**src/logic/pp_pkg.sv**
```systemverilog
// Constants shared by the parallel programming controller and its step timer
package pp_pkg;

   // ------------------------------------------------------------
   // Clock and pin timing
   // ------------------------------------------------------------
   localparam int CLOCK_NS      = 100;
   localparam int PULSE_NS      = 250;       // Least strobe width
   localparam int SETUP_NS      = 67;        // Least setup before a strobe
   localparam int HOLD_NS       = 67;        // Least hold after a strobe
   localparam int OE_DATA_NS    = 250;       // Output enable low to data valid, longest
   localparam int OE_FLOAT_NS   = 250;       // Output enable high to bus released, longest
   localparam int BUSY_LOW_NS   = 1000;      // Write low to busy shown, longest
   localparam int READY_MAX_NS  = 9_000_000; // Longest programming time
   localparam int SYNC_STAGES   = 2;

   localparam logic [7:0] PULSE_CYCLES    = 8'((PULSE_NS + CLOCK_NS - 1) / CLOCK_NS);
   localparam logic [7:0] SETUP_CYCLES    = 8'((SETUP_NS + CLOCK_NS - 1) / CLOCK_NS);
   localparam logic [7:0] HOLD_CYCLES     = 8'((HOLD_NS + CLOCK_NS - 1) / CLOCK_NS);
   localparam logic [7:0] OE_DATA_CYCLES  = 8'((OE_DATA_NS + CLOCK_NS - 1) / CLOCK_NS + SYNC_STAGES);
   localparam logic [7:0] OE_FLOAT_CYCLES = 8'((OE_FLOAT_NS + CLOCK_NS - 1) / CLOCK_NS);
   localparam logic [7:0] BUSY_LOW_CYCLES = 8'(BUSY_LOW_NS / CLOCK_NS + SYNC_STAGES);
   localparam int         READY_CYCLES    = READY_MAX_NS / CLOCK_NS;

   // ------------------------------------------------------------
   // Register map (byte offsets) and fields
   // ------------------------------------------------------------
   localparam logic [3:0] STEP_OFFSET   = 4'h0;
   localparam logic [3:0] STATUS_OFFSET = 4'h4;
   localparam logic [3:0] RDATA_OFFSET  = 4'h8;

   localparam int STEP_DATA_LSB   = 0;
   localparam int STEP_ACTION_LSB = 8;
   localparam int STEP_SELECT_LSB = 10;
   localparam int STEP_OP_LSB     = 12;

   localparam int STATUS_BUSY_BIT    = 0;
   localparam int STATUS_READY_BIT   = 1;
   localparam int STATUS_TIMEOUT_BIT = 2;
   localparam int STATUS_SEEN_BIT    = 3;

   // Step kinds
   localparam logic [1:0] OP_LOAD  = 2'h0;
   localparam logic [1:0] OP_LATCH = 2'h1;
   localparam logic [1:0] OP_WRITE = 2'h2;
   localparam logic [1:0] OP_READ  = 2'h3;

   // Action select codes {hi, lo}
   localparam logic [1:0] ACT_ADDRESS = 2'h0;
   localparam logic [1:0] ACT_DATA    = 2'h1;
   localparam logic [1:0] ACT_COMMAND = 2'h2;
   localparam logic [1:0] ACT_IDLE    = 2'h3;

   // Byte select codes {hi, lo}
   localparam logic [1:0] SEL_LOW  = 2'h0;
   localparam logic [1:0] SEL_HIGH = 2'h1;
   localparam logic [1:0] SEL_EXT  = 2'h2;

   // Command bytes of the device
   localparam logic [7:0] CMD_NOP         = 8'h00;
   localparam logic [7:0] CMD_WRITE_FLASH = 8'h10;
   localparam logic [7:0] CMD_WRITE_EEP   = 8'h11;
   localparam logic [7:0] CMD_WRITE_FUSE  = 8'h40;
   localparam logic [7:0] CMD_WRITE_LOCK  = 8'h20;
   localparam logic [7:0] CMD_READ_FLASH  = 8'h02;
   localparam logic [7:0] CMD_READ_EEP    = 8'h03;
   localparam logic [7:0] CMD_READ_FUSE   = 8'h04;
   localparam logic [7:0] CMD_READ_SIG    = 8'h08;

endpackage : pp_pkg

```
**src/logic/step_if.sv**
```systemverilog
// Handshake between the sequencer and its phase timer
interface step_if;
   logic       start;
   logic [7:0] cycles;
   logic       done;

   modport timer (input start, input cycles, output done);
   modport user  (output start, output cycles, input done);
endinterface : step_if

```
**src/logic/step_timer.sv**
```systemverilog
// Phase timer: done after the loaded number of cycles has run
module step_timer
   import pp_pkg::*;
(
   input wire logic clock,
   input wire logic reset_n,
   step_if.timer    steps
);

   logic [7:0] remain;

   always_ff @(posedge clock) begin
      if (!reset_n) begin
         remain <= 8'h00;
      end else if (steps.start) begin
         remain <= steps.cycles;
      end else if (remain != 8'h00) begin
         remain <= remain - 8'h01;
      end
   end

   // A phase kicked with N lasts N+1 cycles, the kick cycle included
   assign steps.done = !steps.start && (remain <= 8'h01);

endmodule : step_timer

```
**src/logic/pp_programmer.sv**
```systemverilog
// Host controller driving the parallel programming pins of the target device
module pp_programmer
   import pp_pkg::*;
#(
   parameter int READY_TIMEOUT = READY_CYCLES
)
(
   input  wire logic        clock,
   input  wire logic        reset_n,
   input  wire logic [3:0]  avs_address,
   input  wire logic        avs_read,
   input  wire logic        avs_write,
   input  wire logic [31:0] avs_writedata,
   input  wire logic [3:0]  avs_byteenable,
   output logic      [31:0] avs_readdata,
   output logic             avs_waitrequest,
   output logic             action_select_hi,
   output logic             action_select_lo,
   output logic             byte_select_hi,
   output logic             byte_select_lo,
   output logic             load_strobe,
   output logic             page_latch_strobe,
   output logic             write_strobe_n,
   output logic             output_enable_n,
   output logic      [7:0]  data_out,
   output logic             data_oe_n,
   input  wire logic [7:0]  data_in,
   input  wire logic        ready_flag
);

   typedef enum {S_IDLE, S_SETUP, S_PULSE, S_HOLD, S_WAIT_LOW, S_WAIT_HIGH} state_t;

   state_t      state;
   logic [1:0]  step_op;
   logic [1:0]  step_action;
   logic [1:0]  step_select;
   logic [7:0]  step_data;
   logic [7:0]  read_byte;
   logic        timed_out;
   logic        busy_seen;
   logic        read_done;
   logic [23:0] wait_count;
   logic        ready_meta;
   logic        ready_sync;
   logic [7:0]  data_meta;
   logic [7:0]  data_sync;
   logic        busy;
   logic        step_hit;
   logic        accept_step;
   logic        wait_expired;

   step_if steps ();

   step_timer phase_timer (
      .clock   (clock),
      .reset_n (reset_n),
      .steps   (steps)
   );

   // ------------------------------------------------------------
   // Pin input synchronisers
   // ------------------------------------------------------------
   always_ff @(posedge clock) begin
      if (!reset_n) begin
         ready_meta <= 1'b0;
         ready_sync <= 1'b0;
         data_meta  <= 8'h00;
         data_sync  <= 8'h00;
      end else begin
         ready_meta <= ready_flag;
         ready_sync <= ready_meta;
         data_meta  <= data_in;
         data_sync  <= data_meta;
      end
   end

   // ------------------------------------------------------------
   // Avalon-MM slave
   // ------------------------------------------------------------
   assign busy         = (state != S_IDLE);
   assign step_hit     = avs_write && (avs_address == STEP_OFFSET)
                         && (avs_byteenable[1:0] == 2'h3);
   assign accept_step  = step_hit && !busy;
   // A new step stalls the bus until the previous one has fully ended
   assign avs_waitrequest = (avs_read && !read_done) || (step_hit && busy);

   always_ff @(posedge clock) begin
      if (!reset_n) begin
         read_done    <= 1'b0;
         avs_readdata <= 32'h0000_0000;
      end else begin
         read_done <= avs_read && !read_done;
         if (avs_read && !read_done) begin
            case (avs_address)
               STEP_OFFSET: begin
                  avs_readdata <= {18'h00000, step_op, step_select, step_action, step_data};
               end
               STATUS_OFFSET: begin
                  avs_readdata <= {28'h0000000, busy_seen, timed_out, ready_sync, busy};
               end
               RDATA_OFFSET: begin
                  avs_readdata <= {24'h000000, read_byte};
               end
               default: begin
                  avs_readdata <= 32'h0000_0000;
               end
            endcase
         end
      end
   end

   // ------------------------------------------------------------
   // Ready wait watchdog
   // ------------------------------------------------------------
   // Bounds a target that never returns ready; status bit 2 reports it
   assign wait_expired = (wait_count == 24'(READY_TIMEOUT));

   always_ff @(posedge clock) begin
      if (!reset_n) begin
         wait_count <= 24'h000000;
      end else if (state == S_WAIT_HIGH && !wait_expired) begin
         wait_count <= wait_count + 24'h000001;
      end else if (state != S_WAIT_HIGH) begin
         wait_count <= 24'h000000;
      end
   end

   // ------------------------------------------------------------
   // Pin sequencer
   // ------------------------------------------------------------
   always_ff @(posedge clock) begin
      if (!reset_n) begin
         state             <= S_IDLE;
         step_op           <= OP_LOAD;
         step_action       <= ACT_IDLE;
         step_select       <= SEL_LOW;
         step_data         <= 8'h00;
         read_byte         <= 8'h00;
         timed_out         <= 1'b0;
         busy_seen         <= 1'b0;
         steps.start       <= 1'b0;
         steps.cycles      <= 8'h00;
         action_select_hi  <= 1'b1;
         action_select_lo  <= 1'b1;
         byte_select_hi    <= 1'b0;
         byte_select_lo    <= 1'b0;
         load_strobe       <= 1'b0;
         page_latch_strobe <= 1'b0;
         write_strobe_n    <= 1'b1;
         output_enable_n   <= 1'b1;
         data_out          <= 8'h00;
         data_oe_n         <= 1'b1;
      end else begin
         steps.start <= 1'b0;
         case (state)
            S_IDLE: begin
               if (accept_step) begin
                  step_op     <= avs_writedata[STEP_OP_LSB +: 2];
                  step_action <= avs_writedata[STEP_ACTION_LSB +: 2];
                  step_select <= avs_writedata[STEP_SELECT_LSB +: 2];
                  step_data   <= avs_writedata[STEP_DATA_LSB +: 8];
                  timed_out   <= 1'b0;
                  busy_seen   <= 1'b0;
                  {action_select_hi, action_select_lo} <= avs_writedata[STEP_ACTION_LSB +: 2];
                  byte_select_hi <= avs_writedata[STEP_SELECT_LSB + 1];
                  byte_select_lo <= avs_writedata[STEP_SELECT_LSB];
                  // Command loads always go with select low at 0
                  if (avs_writedata[STEP_OP_LSB +: 2] == OP_LOAD
                      && avs_writedata[STEP_ACTION_LSB +: 2] == ACT_COMMAND) begin
                     byte_select_lo <= 1'b0;
                  end
                  if (avs_writedata[STEP_OP_LSB +: 2] == OP_LATCH) begin
                     byte_select_lo <= 1'b1;
                  end
                  data_out  <= avs_writedata[STEP_DATA_LSB +: 8];
                  // Only loads drive the bus; reads leave it to the device
                  data_oe_n <= (avs_writedata[STEP_OP_LSB +: 2] != OP_LOAD);
                  steps.start  <= 1'b1;
                  steps.cycles <= SETUP_CYCLES;
                  state        <= S_SETUP;
               end
            end
            S_SETUP: begin
               if (steps.done) begin
                  steps.start  <= 1'b1;
                  steps.cycles <= PULSE_CYCLES;
                  state        <= S_PULSE;
                  case (step_op)
                     OP_LOAD: begin
                        load_strobe <= 1'b1;
                     end
                     OP_LATCH: begin
                        page_latch_strobe <= 1'b1;
                     end
                     OP_WRITE: begin
                        write_strobe_n <= 1'b0;
                     end
                     default: begin
                        output_enable_n <= 1'b0;
                        steps.cycles    <= OE_DATA_CYCLES;
                     end
                  endcase
               end
            end
            S_PULSE: begin
               if (steps.done) begin
                  load_strobe       <= 1'b0;
                  page_latch_strobe <= 1'b0;
                  write_strobe_n    <= 1'b1;
                  output_enable_n   <= 1'b1;
                  steps.start       <= 1'b1;
                  steps.cycles      <= HOLD_CYCLES;
                  state             <= S_HOLD;
                  if (step_op == OP_READ) begin
                     read_byte    <= data_sync;
                     steps.cycles <= OE_FLOAT_CYCLES;
                  end
                  if (step_op == OP_WRITE) begin
                     steps.cycles <= BUSY_LOW_CYCLES;
                     state        <= S_WAIT_LOW;
                  end
               end
            end
            S_WAIT_LOW: begin
               // A missed busy phase is tolerated: very short writes may hide it
               if (!ready_sync || steps.done) begin
                  busy_seen <= !ready_sync;
                  state     <= S_WAIT_HIGH;
               end
            end
            S_WAIT_HIGH: begin
               if (ready_sync || wait_expired) begin
                  timed_out      <= !ready_sync;
                  byte_select_hi <= 1'b0;
                  byte_select_lo <= 1'b0;
                  steps.start    <= 1'b1;
                  steps.cycles   <= HOLD_CYCLES;
                  state          <= S_HOLD;
               end
            end
            S_HOLD: begin
               if (steps.done) begin
                  data_oe_n <= 1'b1;
                  state     <= S_IDLE;
               end
            end
            default: begin
               state <= S_IDLE;
            end
         endcase
      end
   end
endmodule : pp_programmer

```
**config.mk**
```make
export PLATFORM = sky130hd
export DESIGN_NAME = pp_programmer
export DESIGN_NICKNAME = d
export VERILOG_FILES = /design/src/logic/pp_pkg.sv /design/src/logic/step_if.sv /design/src/logic/step_timer.sv /design/src/logic/pp_programmer.sv
export SDC_FILE = /design/constraint.sdc
export NUM_CORES = 1
export LEC_CHECK = 0
export BUFFER_PORTS_ARGS = -buffer_cell sky130_fd_sc_hd__buf_2
export CAP_MARGIN = 20
export CORE_ASPECT_RATIO = 0.8
export CORE_UTILIZATION = 58
export CTS_BUF_LIST = sky130_fd_sc_hd__clkbuf_8 sky130_fd_sc_hd__clkbuf_16
export CTS_CLUSTER_SIZE = 25
export DETAILED_ROUTE_END_ITERATION = 16
export PLACE_DENSITY = 0.93
export SLEW_MARGIN = 5
export SYNTH_ARGS = -nofsm -noshare
export SYNTH_HDL_FRONTEND = slang
export SYNTH_HIERARCHICAL = 1
export SYNTH_SLANG_ARGS = --single-unit
```
**constraint.sdc**
```tcl
create_clock -name clock -period 4.2 [get_ports clock]
set_clock_uncertainty 0.05 [all_clocks]
set_input_delay 0.84 -clock clock [delete_from_list [all_inputs] [get_ports clock]]
set_output_delay 0.84 -clock clock [all_outputs]
set_load 0.01 [all_outputs]
```
; Word level (Yosys, flattened, before mapping)
; Cells that the tools add are included.
[totals]
input_bits = 53
out_inout_bits = 50
ff_bits = 157
[op_classes]
n_reduce_logical = 43
muxes = 53
add_sub_neg = 2
eq_ne = 26
n_lt_le_gt_ge = 1
[ops]
columns = cell, count
row1 = $mux W32, 6
row2 = $pmux W32 S6, 1
row3 = $eq A32 B2 Y1 const B, 2
row4 = $eq A32 B3 Y1 const B, 2
row5 = $mux W8, 7
row6 = $mux W24, 2
row7 = $pmux W14 S3, 1
row8 = $eq A32 B1 Y1 const B, 1
row9 = $eq A32 B4 Y1 const B, 1
row10 = $logic_not A32 Y1, 1
row11 = $ne A32 B4 Y1 const B, 1
row12 = $pmux W8 S4, 1
row13 = $reduce_bool A32 Y1, 1
row14 = $add A24 B1 Y24 const B, 1
row15 = $eq A24 B17 Y1 const B, 1
row16 = $mux W1, 22
row17 = $ne A2 B2 Y1 const B, 10
row18 = $pmux W1 S2, 9
row19 = $reduce_and A4 Y1, 4
row20 = $reduce_bool A2 Y1, 7
row21 = $reduce_and A3 Y1, 4
row22 = $eq A2 B2 Y1 const B, 4
row23 = $le A8 B1 Y1 const B, 1
row24 = $logic_and A1 B1 Y1, 8
row25 = 18 further kinds, 27

; Depth between registers and ports, before layout
; Gate-level depths: netlist of run 1.
[depth]
depth_word = 6
depth_mapped = 8
mapped_depth_nobuf = 7

; Cells and area by module
; Netlist of run 1, hierarchy kept.
[by_module_without_submodules]
columns = module, seq_area_each_um2, instances, cells_per_inst, area_each_um2
row1 = pp_programmer, 1921.8, 1, 493, 4281.6
row2 = step_timer, 160.2, 1, 53, 470.5

; Worst setup path before layout of run 1
; No wires, ideal clock.
[synth_path]
path_type = input-to-output
from = input port avs_address[2]
to = output port avs_waitrequest
path_stages = 3
t_arrival_ps = 1879
setup_slack_ps = 1431
required_time_ps = 3310
cell_sequence = buf_6 or4_4 o31ai_1
[synth_between]
elab_chain_cells = 5
[synth_rtl]
columns = element, line_no
row1 = start: declaration, pp_programmer.sv:10  ; input wire logic [3:0] avs_address,
row2 = $logic_not A4 Y1, pp_programmer.sv:81  ; assign step_hit = avs_write && (avs_address == STEP_OFFSET)
row3 = $logic_and A1 B1 Y1, pp_programmer.sv:81
row4 = $logic_and A1 B1 Y1, pp_programmer.sv:82  ; && (avs_byteenable[1:0] == 2'h3);
row5 = $logic_and A1 B1 Y1, pp_programmer.sv:85  ; assign avs_waitrequest = (avs_read && !read_done) || (step_hit && busy);
row6 = $logic_or A1 B1 Y1, pp_programmer.sv:85
row7 = end: declaration, pp_programmer.sv:16  ; output logic avs_waitrequest,
; Every way passes these cells.

; Worst setup path after layout of run 1
[layout_path]
from = input port avs_address[3]
to = output port avs_waitrequest
; The elaborated chain is that of the path after synthesis.

==> results of run 1 <==
power breakdown:
group	internal [uW]	leakage, uW	switching, uW
clock network	350	0.000116	361
registers	1030	0.000844	43.9
logic	154	0.00103	181
total	1530	0.00199	586
metal layers:
metal / GRT usage [%] / vias up / part of all wire [%]
li1: - / 1988 / -
met1: 33.17 / 1912 / 44
met2: 39.82 / 217 / 45
met3: 5.892 / 29 / 8.0
met4: 10.24 / 0 / 2.5
met5: 0 / - / 0
per-stage QoR:
step,std cells,total power (uW)
after floorplan,567,1360
after CTS,712,2119
after global placement,696,1402
final,712,2116
after global routing,712,2202
after detailed placement,696,1420
kinds of logic (layout without fill, tap and decap cells):
| kind of cell | Yosys count | after routing | synth area share [%] |
|---|---|---|---|
| multiplexers | 10 | 10 | 2.106 |
| XOR/XNOR | 16 | 16 | 2.949 |
| flip-flops | 104 | 104 | 43.81 |
| buffers and inverters | 58 | 95 | 6.293 |
| other | 1 | 22 | 0.07891 |
| AO/OA/AOI/OAI | 122 | 122 | 17.80 |
| adder cells (fa/ha/maj) | 4 | 4 | 1.053 |
| AND/OR/NAND/NOR | 231 | 231 | 25.91 |
layout by cell type (no fill, tap or decap), types with 14 or more instances in the layout:
cell / synthesis / final
a21boi_0: 27 / 27
nor3_1: 14 / 14
a21oi_1: 21 / 21
nand2_1: 75 / 75
dfxtp_1: 104 / 104
nor2_1: 29 / 29
conb_1: 1 / 22
nand3_1: 19 / 19
and2_1: 24 / 24
o21ai_0: 24 / 24
buf_2: 2 / 64
how the worst min path moves through the flow:
stage	depth (start not counted)	slack [ns]	to
CTS	1	0.39	data_sync[0]$_SDFF_PN0_
finish	1	0.39	data_sync[0]$_SDFF_PN0_
global route	1	0.41	data_sync[7]$_SDFF_PN0_
global placement	1	0.37	data_sync[5]$_SDFF_PN0_
floorplan	1	0.36	data_sync[0]$_SDFF_PN0_
detailed placement	1	0.37	data_sync[0]$_SDFF_PN0_
flip-flops by register name, summed over array words and instances, names as in the netlist, 2 cells and up:
name                count
avs_readdata           14
steps.cycles            4
read_byte               8
step_action             2
step_data               8
wait_count             24
phase_timer/remain      8
data_sync               8
step_select             2
data_meta               8
state                   3
step_op                 2
layout make-up:
type                            count  share of cell area [%]
Tap cell                          108                   2.557
Clock inverter                      7                   2.083
Timing Repair Buffer               66                   6.345
Multi-Input combinational cell    405                   46.35
Inverter                           13                  0.9233
Clock buffer                        9                   2.344
Sequential cell                   104                   39.39
==> metrics, run 1 <==
GR Overflow Total 0; ys async rst share 0%; Placement Setup Slack 1.230 ns; Max Fanout on Critical Path 13; R2R depth 6; CP peak stage delay 0.59 ns; I/O Pins 103; average size of a mapped cell 8.703 um2; Routed WL per cell 14.85 um; initial antenna violation count 0; reg2reg setup slack 1.55 ns; Total GRT Usage 25.26%; Critical Path Source Type input port; Worst slew margin 26.70%; critical path's slowest cell or4_4; main flop type after synthesis dfxtp_1; clk slew on worst S/H paths 0.10 ns; Tmin final 2.985 ns; Fillers 579; Max Clk Rate 0.3350 GHz; drt pass-1 iters 5; Peak VDD IR 0.0001825 V; Crit path top cell by count buf_2; largest net degree at the start of global routing 77; Critical Path RT 3.31 ns; clock tree buffer depth 2; final hold vios 0; crit-path cells buf_2 -> or4_4 -> o31ai_1 -> buf_2; Yosys cell types 63; Netlist Area Pre-Place 4752 um2; top-area cell type share of the netlist area 43.81%; Routed Antenna Nets 0; vias in the first global route 3740; CTS root buf clkbuf_8; max-cap viol count 0; setup TNS 0 ns; crit path DAT 2.10 ns; Final period util 71.07%; ratio of cells with drive above 1 in the final layout 16.06%; drt drc 0; EDFF count, synth 0; Pwr Density 400.4 nW/um2; first-pass GRT wire length 17070 um; die width 103.2 um; worst setup path startpoint avs_address[3]; # diodes 0; WP depth 4; Setup CP Type in -> out; yosys warns 6; routability cong. 0.8852; worst min path class reg -> reg; Worst R2R Start phase_timer/remain[2]$_SDFFE_PN0P_; Critical Path Sink avs_waitrequest; Vias 4146; #FFs+latches synth 104; port bufs 64; Hold WS 0.3915 ns; Placement Cell Area 5051 um2; most frequent cell after synthesis dfxtp_1; postcts setup bufs 0; Initial Util 59.80%; post-synth top area cell dfxtp_1; CTS sink count 104; Nets 656; DP HPWL 7412 um; worst skew pair latency 0.37 ns; FF-to-FF End read_byte[3]$_SDFFE_PN0P_; most common library cells after synthesis dfxtp_1, nand2_1, nor2_1; Static Leak 0.001995 uW; CORE AREA 7946 um2; register area share after synthesis 43.81%; CTS tree yes; Final Cell Area 5285 um2; Slew Limit Fails 0; die height 82.96 um; top cells by area, synth dfxtp_1, nand2_1, a21boi_0, and2_1, buf_4; final wirelength 10570 um; final setup vio count 0; Mapped Cells 546; CTS H-tree depth 3; outcome complete, no violations; register area 2082 um2; drt via density 5.823; Min-Delay Startpoint data_meta[0]$_SDFF_PN0_; Num CTS Buffers 9; Setup crit end kind output pin; CP Buf/Inv Count 2; post-layout util 66.51%; unrepaired setup endpoints after global routing false; critical path's top delay family simple AND/OR/NAND/NOR gates; cts repair resizes 0; multi-input combinational cell area 2450 um2; layout overhead on the synthesized area 11.22%; slack of the critical path 1.215 ns; row count 29; CTS Hold Bufs 0; die area 8561 um2; transition time of the tightest slew-check pin 1.089 ns; drt initial violations 320
No activity file was read; power rests on OpenSTA's default activity.
==> run 2, diff against run 1 <==
--- a/config.mk
+++ b/config.mk
@@ -8,11 +8,11 @@
 export BUFFER_PORTS_ARGS = -buffer_cell sky130_fd_sc_hd__buf_2
 export CAP_MARGIN = 20
 export CORE_ASPECT_RATIO = 0.8
-export CORE_UTILIZATION = 58
+export CORE_UTILIZATION = 54
 export CTS_BUF_LIST = sky130_fd_sc_hd__clkbuf_8 sky130_fd_sc_hd__clkbuf_16
 export CTS_CLUSTER_SIZE = 25
 export DETAILED_ROUTE_END_ITERATION = 16
-export PLACE_DENSITY = 0.93
+export PLACE_DENSITY = 0.88
 export SLEW_MARGIN = 5
 export SYNTH_ARGS = -nofsm -noshare
 export SYNTH_HDL_FRONTEND = slang
==> constraint.sdc (replaced) <==
create_clock -name clock -period 3.06 [get_ports clock]
set_clock_uncertainty 0.05 [all_clocks]
set_input_delay 0.612 -clock clock [delete_from_list [all_inputs] [get_ports clock]]
set_output_delay 0.612 -clock clock [all_outputs]
set_load 0.01 [all_outputs]
==> run 2 against run 1 <==
- flip-flop and latch count stayed put
- sequential power is 37% higher
- register-to-register slack worse by 1.1 ns
- routed wire length is 4.0% lower
- hold slack worse by 0.020 ns
- setup slack worse by 0.75 ns
- critical path type is now reg -> reg
- largest power group unchanged
- highest routed layer unchanged
==> metrics, run 2 (synthesis results as in run 1) <==
hold path depth 2 (+1); critical path's slowest cell nor2_1; DP HPWL 7314 um (-1.3%); # diodes 0 (unchanged); FF-to-FF End read_byte[3]$_SDFFE_PN0P_; Largest Register wait_count; crit path DAT 2.84 ns (+0.74 ns); Setup crit end kind flip-flop; worst min path class in -> reg; Slew Limit Fails 0 (unchanged); first-pass GRT wire length 16620 um (-2.7%); Worst slew margin 28.41% (+1.7 points); die width 106.9 um (+3.6%); critical path's top delay family simple AND/OR/NAND/NOR gates; clk slew on worst S/H paths 0.12 ns (+0.02 ns); final setup vio count 0 (unchanged); Tmin final 2.592 ns; Max Fanout on Critical Path 11 (-2); CTS H-tree depth 3 (unchanged); clock tree buffer depth 2 (unchanged); unrepaired setup endpoints after global routing false; Routed Antenna Nets 0 (unchanged); R2R depth 6 (unchanged); Hold EP data_meta[1]$_SDFF_PN0_; CORE AREA 8521 um2 (+7.2%); CP peak stage delay 0.54 ns (-0.05 ns); final wirelength 10150 um (-4.0%); WP depth 6 (+2); register area 2082 um2 (unchanged); layout overhead on the synthesized area 11.14% (about the same); multi-input combinational cell area 2450 um2 (unchanged); ratio of cells with drive above 1 in the final layout 16.34% (+0.28 points); transition time of the tightest slew-check pin 1.064 ns (-0.02542 ns); GR Overflow Total 0 (unchanged); I/O Pins 103 (unchanged); largest net degree at the start of global routing 79 (+2.6%); cts repair resizes 0 (unchanged); row count 30 (+3.4%); Routed WL per cell 14.13 um (-4.8%); die area 9182 um2 (+7.2%); port bufs 64 (unchanged); Critical Path RT 3.31 ns (about the same); Total GRT Usage 22.84% (-2.4 points); outcome complete, no violations; Pwr Density 527.3 nW/um2 (+32%); reg2reg setup slack 0.47 ns (-1.08 ns); biggest regs wait_count (24), avs_readdata (14); worst setup path startpoint phase_timer/remain[2]$_SDFFE_PN0P_; CTS root buf clkbuf_8; worst skew pair latency 0.38 ns (about the same); max FFs per register 24 (unchanged); Nets 658 (+0.30%); Vias 4032 (-2.7%); Peak VDD IR 0.0002244 V (+23%); Final Cell Area 5281 um2 (about the same); Final period util 84.70%; CTS Hold Bufs 0 (unchanged); routability cong. 0.8882 (+0.34%); Setup CP Type reg -> reg; commonest non-fill, non-tap cell in the layout dfxtp_1; vias in the first global route 3565 (-4.7%); initial antenna violation count 0 (unchanged); Worst R2R Start phase_timer/remain[2]$_SDFFE_PN0P_; Placement Cell Area 5071 um2 (+0.40%); drt initial violations 294 (-8.1%); final hold vios 0 (unchanged); most frequent cells in the layout dfxtp_1, nand2_1, buf_2; Initial Util 55.77% (-4.0 points); CP Buf/Inv Count 0 (-2); drt via density 5.616 (-3.6%); drt pass-1 iters 5 (unchanged); Hold WS 0.3720 ns (-0.01950 ns); Fillers 699 (+21%); Min-Delay Startpoint data_in[1]; CTS tree yes; placed insts 702 (+0.86%); Max Clk Rate 0.3858 GHz; setup TNS 0 ns (unchanged); CTS sink count 104 (unchanged); postcts setup bufs 0 (unchanged); Num CTS Buffers 9 (unchanged); max-cap viol count 0 (unchanged); drt drc 0 (unchanged); fin cells 718 (+0.84%); die height 85.91 um (+3.5%); Critical Path Source Type flip-flop; Static Leak 0.001992 uW (-0.10%); crit-path cells nor4_2 -> o211a_1 -> nand4bb_1 -> nor2_1 -> nand2_1 -> a21boi_0
## run 2: cell type report
cell class	instances	share of cell area (%)
Clock inverter	7	1.635
Sequential cell	104	39.42
Inverter	13	0.9240
Multi-Input combinational cell	405	46.39
Timing Repair Buffer	68	6.633
Tap cell	112	2.653
Clock buffer	9	2.345
## run 2: how the worst max path moves through the flow
stage                                     end  slack, ns
floorplan                     avs_waitrequest       0.75
global placement              avs_waitrequest       0.54
detailed placement            avs_waitrequest       0.53
CTS                 read_byte[3]$_SDFFE_PN0P_       0.49
global route        read_byte[7]$_SDFFE_PN0P_       0.16
finish              read_byte[3]$_SDFFE_PN0P_       0.47
## run 2: worst reg2reg max path: stages (launching register included)
cell	delay, ns
dfxtp_1	0.37
nor4_2	0.53
o211a_1	0.34
nand4bb_1	0.38
nor2_1	0.54
nand2_1	0.12
a21boi_0	0.18
## run 2: layer usage
metal  track usage (%)  routed length [um]
met5                 0                   0
met4             6.600                 132
met3             5.699                 631
met2             35.54                4549
met1             31.47                4832
## run 2: per-stage QoR
step	setup slack (ns)	util [%]	total power, uW
floorplan	0.7471	-	1866
global placement	0.5409	59.52	1927
detailed placement	0.5271	59.52	1959
CTS	0.4922	61.98	2805
global route	0.1559	61.98	2908
finish	0.4681	61.98	2785
## run 2: report_power, final
| group | switching [uW] | internal, uW |
|---|---|---|
| clock | 528 | 328 |
| sequential | 58.2 | 1410 |
| combinational | 251 | 211 |
| total | 837 | 1950 |
==> run 3, diff against run 2 <==
==> constraint.sdc (replaced) <==
create_clock -name clock -period 2.6 [get_ports clock]
set_clock_uncertainty 0.05 [all_clocks]
set_input_delay 0.52 -clock clock [delete_from_list [all_inputs] [get_ports clock]]
set_output_delay 0.52 -clock clock [all_outputs]
set_load 0.01 [all_outputs]
==> run 3 against run 2 <==
- utilization is 0.18 points higher
- combinational power is 22% higher
- register-to-register slack worse by 0.14 ns
- routed wire length is 4.5% higher
- setup slack worse by 0.16 ns
==> metrics, run 3 (synthesis results as in run 1) <==
critical path's slowest cell or4_4; initial antenna violation count 0 (unchanged); die width 106.9 um (unchanged); routability cong. 0.9045 (+1.8%); row count 30 (unchanged); Largest Register wait_count; outcome complete, no violations; Worst slew margin 48.84% (+20 points); R2R depth 6 (unchanged); CORE AREA 8521 um2 (unchanged); Min-Delay Startpoint data_in[2]; Critical Path RT 2.03 ns (-1.28 ns); most frequent cells in the layout dfxtp_1, nand2_1, buf_2; final wirelength 10600 um (+4.5%); switching part of the total 29.33% (-0.74 points); final setup vio count 0 (unchanged); final hold vios 0 (unchanged); first-pass GRT wire length 17390 um (+4.7%); crit-path cells buf_2 -> or4_4 -> o31ai_1 -> buf_2; Static Leak 0.002012 uW (+0.97%); I/O Pins 103 (unchanged); Routed WL per cell 14.65 um (+3.6%); Slew Limit Fails 0 (unchanged); Initial Util 55.77% (unchanged); Setup CP Type in -> out; layout overhead on the synthesized area 11.45%; port bufs 64 (unchanged); clock power share 28.9% (-1.8 points); Nets 664 (+0.91%); setup TNS 0 ns (unchanged); ratio of cells with drive above 1 in the final layout 16.99% (+0.66 points); die height 85.91 um (unchanged); Num CTS Buffers 9 (unchanged); Internal Power 2284 uW (+17%); CTS H-tree depth 3 (unchanged); Sw Pwr 947.7 uW (+13%); clock tree buffer depth 2 (unchanged); CTS Hold Bufs 0 (unchanged); commonest non-fill, non-tap cell in the layout dfxtp_1; Peak VDD IR 0.0003810 V (+70%); max FFs per register 24 (unchanged); CTS tree yes; unrepaired setup endpoints after global routing false; Total GRT Usage 23.90% (+1.1 points); postcts setup bufs 0 (unchanged); Worst R2R Start wait_count[0]$_SDFFE_PN0P_; GR Overflow Total 0 (unchanged); Routed Antenna Nets 0 (unchanged); clk slew on worst S/H paths 0.10 ns (-0.02 ns); hold path depth 2 (unchanged); vias in the first global route 3744 (+5.0%); worst min path class in -> reg; largest net degree at the start of global routing 39 (-51%); # diodes 0 (unchanged); reg2reg setup slack 0.33 ns (-0.14 ns); worst skew pair latency 0.37 ns (about the same); FF-to-FF End byte_select_hi$_SDFFE_PN0P_; biggest regs wait_count (24), avs_readdata (14); CP peak stage delay 0.59 ns (+0.05 ns); Vias 4092 (+1.5%); Seq pwr share 53.6% (+0.9 points); drt drc 0 (unchanged); cts repair resizes 0 (unchanged); die area 9182 um2 (unchanged); DP HPWL 7806 um (+6.7%); slack of the critical path 0.3127 ns (-0.1554 ns); drt via density 5.652 (+0.65%); Tmin final 2.287 ns; Max Clk Rate 0.4372 GHz; Crit path top cell by count buf_2; Critical Path Source Type input port; Placement Setup Slack 0.2378 ns (-0.2892 ns); drt pass-1 iters 5 (unchanged); crit path DAT 1.72 ns (-1.12 ns); CTS root buf clkbuf_8; Setup crit end kind output pin; drt initial violations 278 (-5.4%); Pwr Density 610.1 nW/um2 (+16%); Final period util 87.97%; transition time of the tightest slew-check pin 0.7655 ns (-0.2986 ns); Max Fanout on Critical Path 10 (-1); max-cap viol count 0 (unchanged); Combinational Power Share 17.5% (+0.9 points); Hold EP data_meta[2]$_SDFF_PN0_; CTS sink count 104 (unchanged)
run 3: area by class of cell:
type                    instances  area (um2)
fillers                       708        3224
repair buffers                 74       395.4
flip-flops and latches        104        2082
inverters                      13       48.80
multi-input cells             405        2450
clock buffers                   9       123.9
well taps                     112       140.1
clock inverters                 7       56.30
run 3: power by group through the flow:
stage	Clock, uW	Sequential (uW)	Combinational (uW)
after floorplan	0	1750	451
after global placement	0	1760	529
after detailed placement	0	1770	556
after CTS	957	1730	561
after global routing	1030	1740	625
final	934	1730	566
run 3: worst max path at each step:
stage               cells past startpoint  slack, ns                          end                       start
floorplan                               5       0.41        state[0]$_SDFFE_PN0P_              avs_address[2]
global placement                        6       0.29  byte_select_lo$_SDFFE_PN0P_              avs_address[3]
detailed placement                      6       0.24  byte_select_lo$_SDFFE_PN0P_              avs_address[3]
CTS                                     4       0.33              avs_waitrequest              avs_address[2]
global route                            6       0.22  byte_select_hi$_SDFFE_PN0P_  wait_count[0]$_SDFFE_PN0P_
finish                                  4       0.31              avs_waitrequest              avs_address[2]
run 3: critical path: cells and delay by family:
kind | cells | cell delay (ns)
AO/OA/AOI/OAI | 1 | 0.27
buffers and inverters | 2 | 0.34
AND/OR/NAND/NOR | 1 | 0.59
run 3: metal layers:
metal,track usage [%],share of wire (%),vias to the layer above
met5,0,0,-
met4,6.849,1.5,0
met3,5.699,8.1,14
met2,38.53,46,174
met1,32.00,45,1896
li1,-,-,2008
run 3: per-stage QoR:
stage	util [%]	cells	area [um2]	hold WS [ns]	power [uW]
final	62.16	724	5296	0.2978	3231
after global routing	62.16	724	5296	0.2803	3390
after CTS	62.16	724	5296	0.2807	3247
after detailed placement	60.04	708	5116	0.3677	2322
after global placement	60.04	708	5116	0.3628	2287
after floorplan	-	567	4831	0.3619	2197
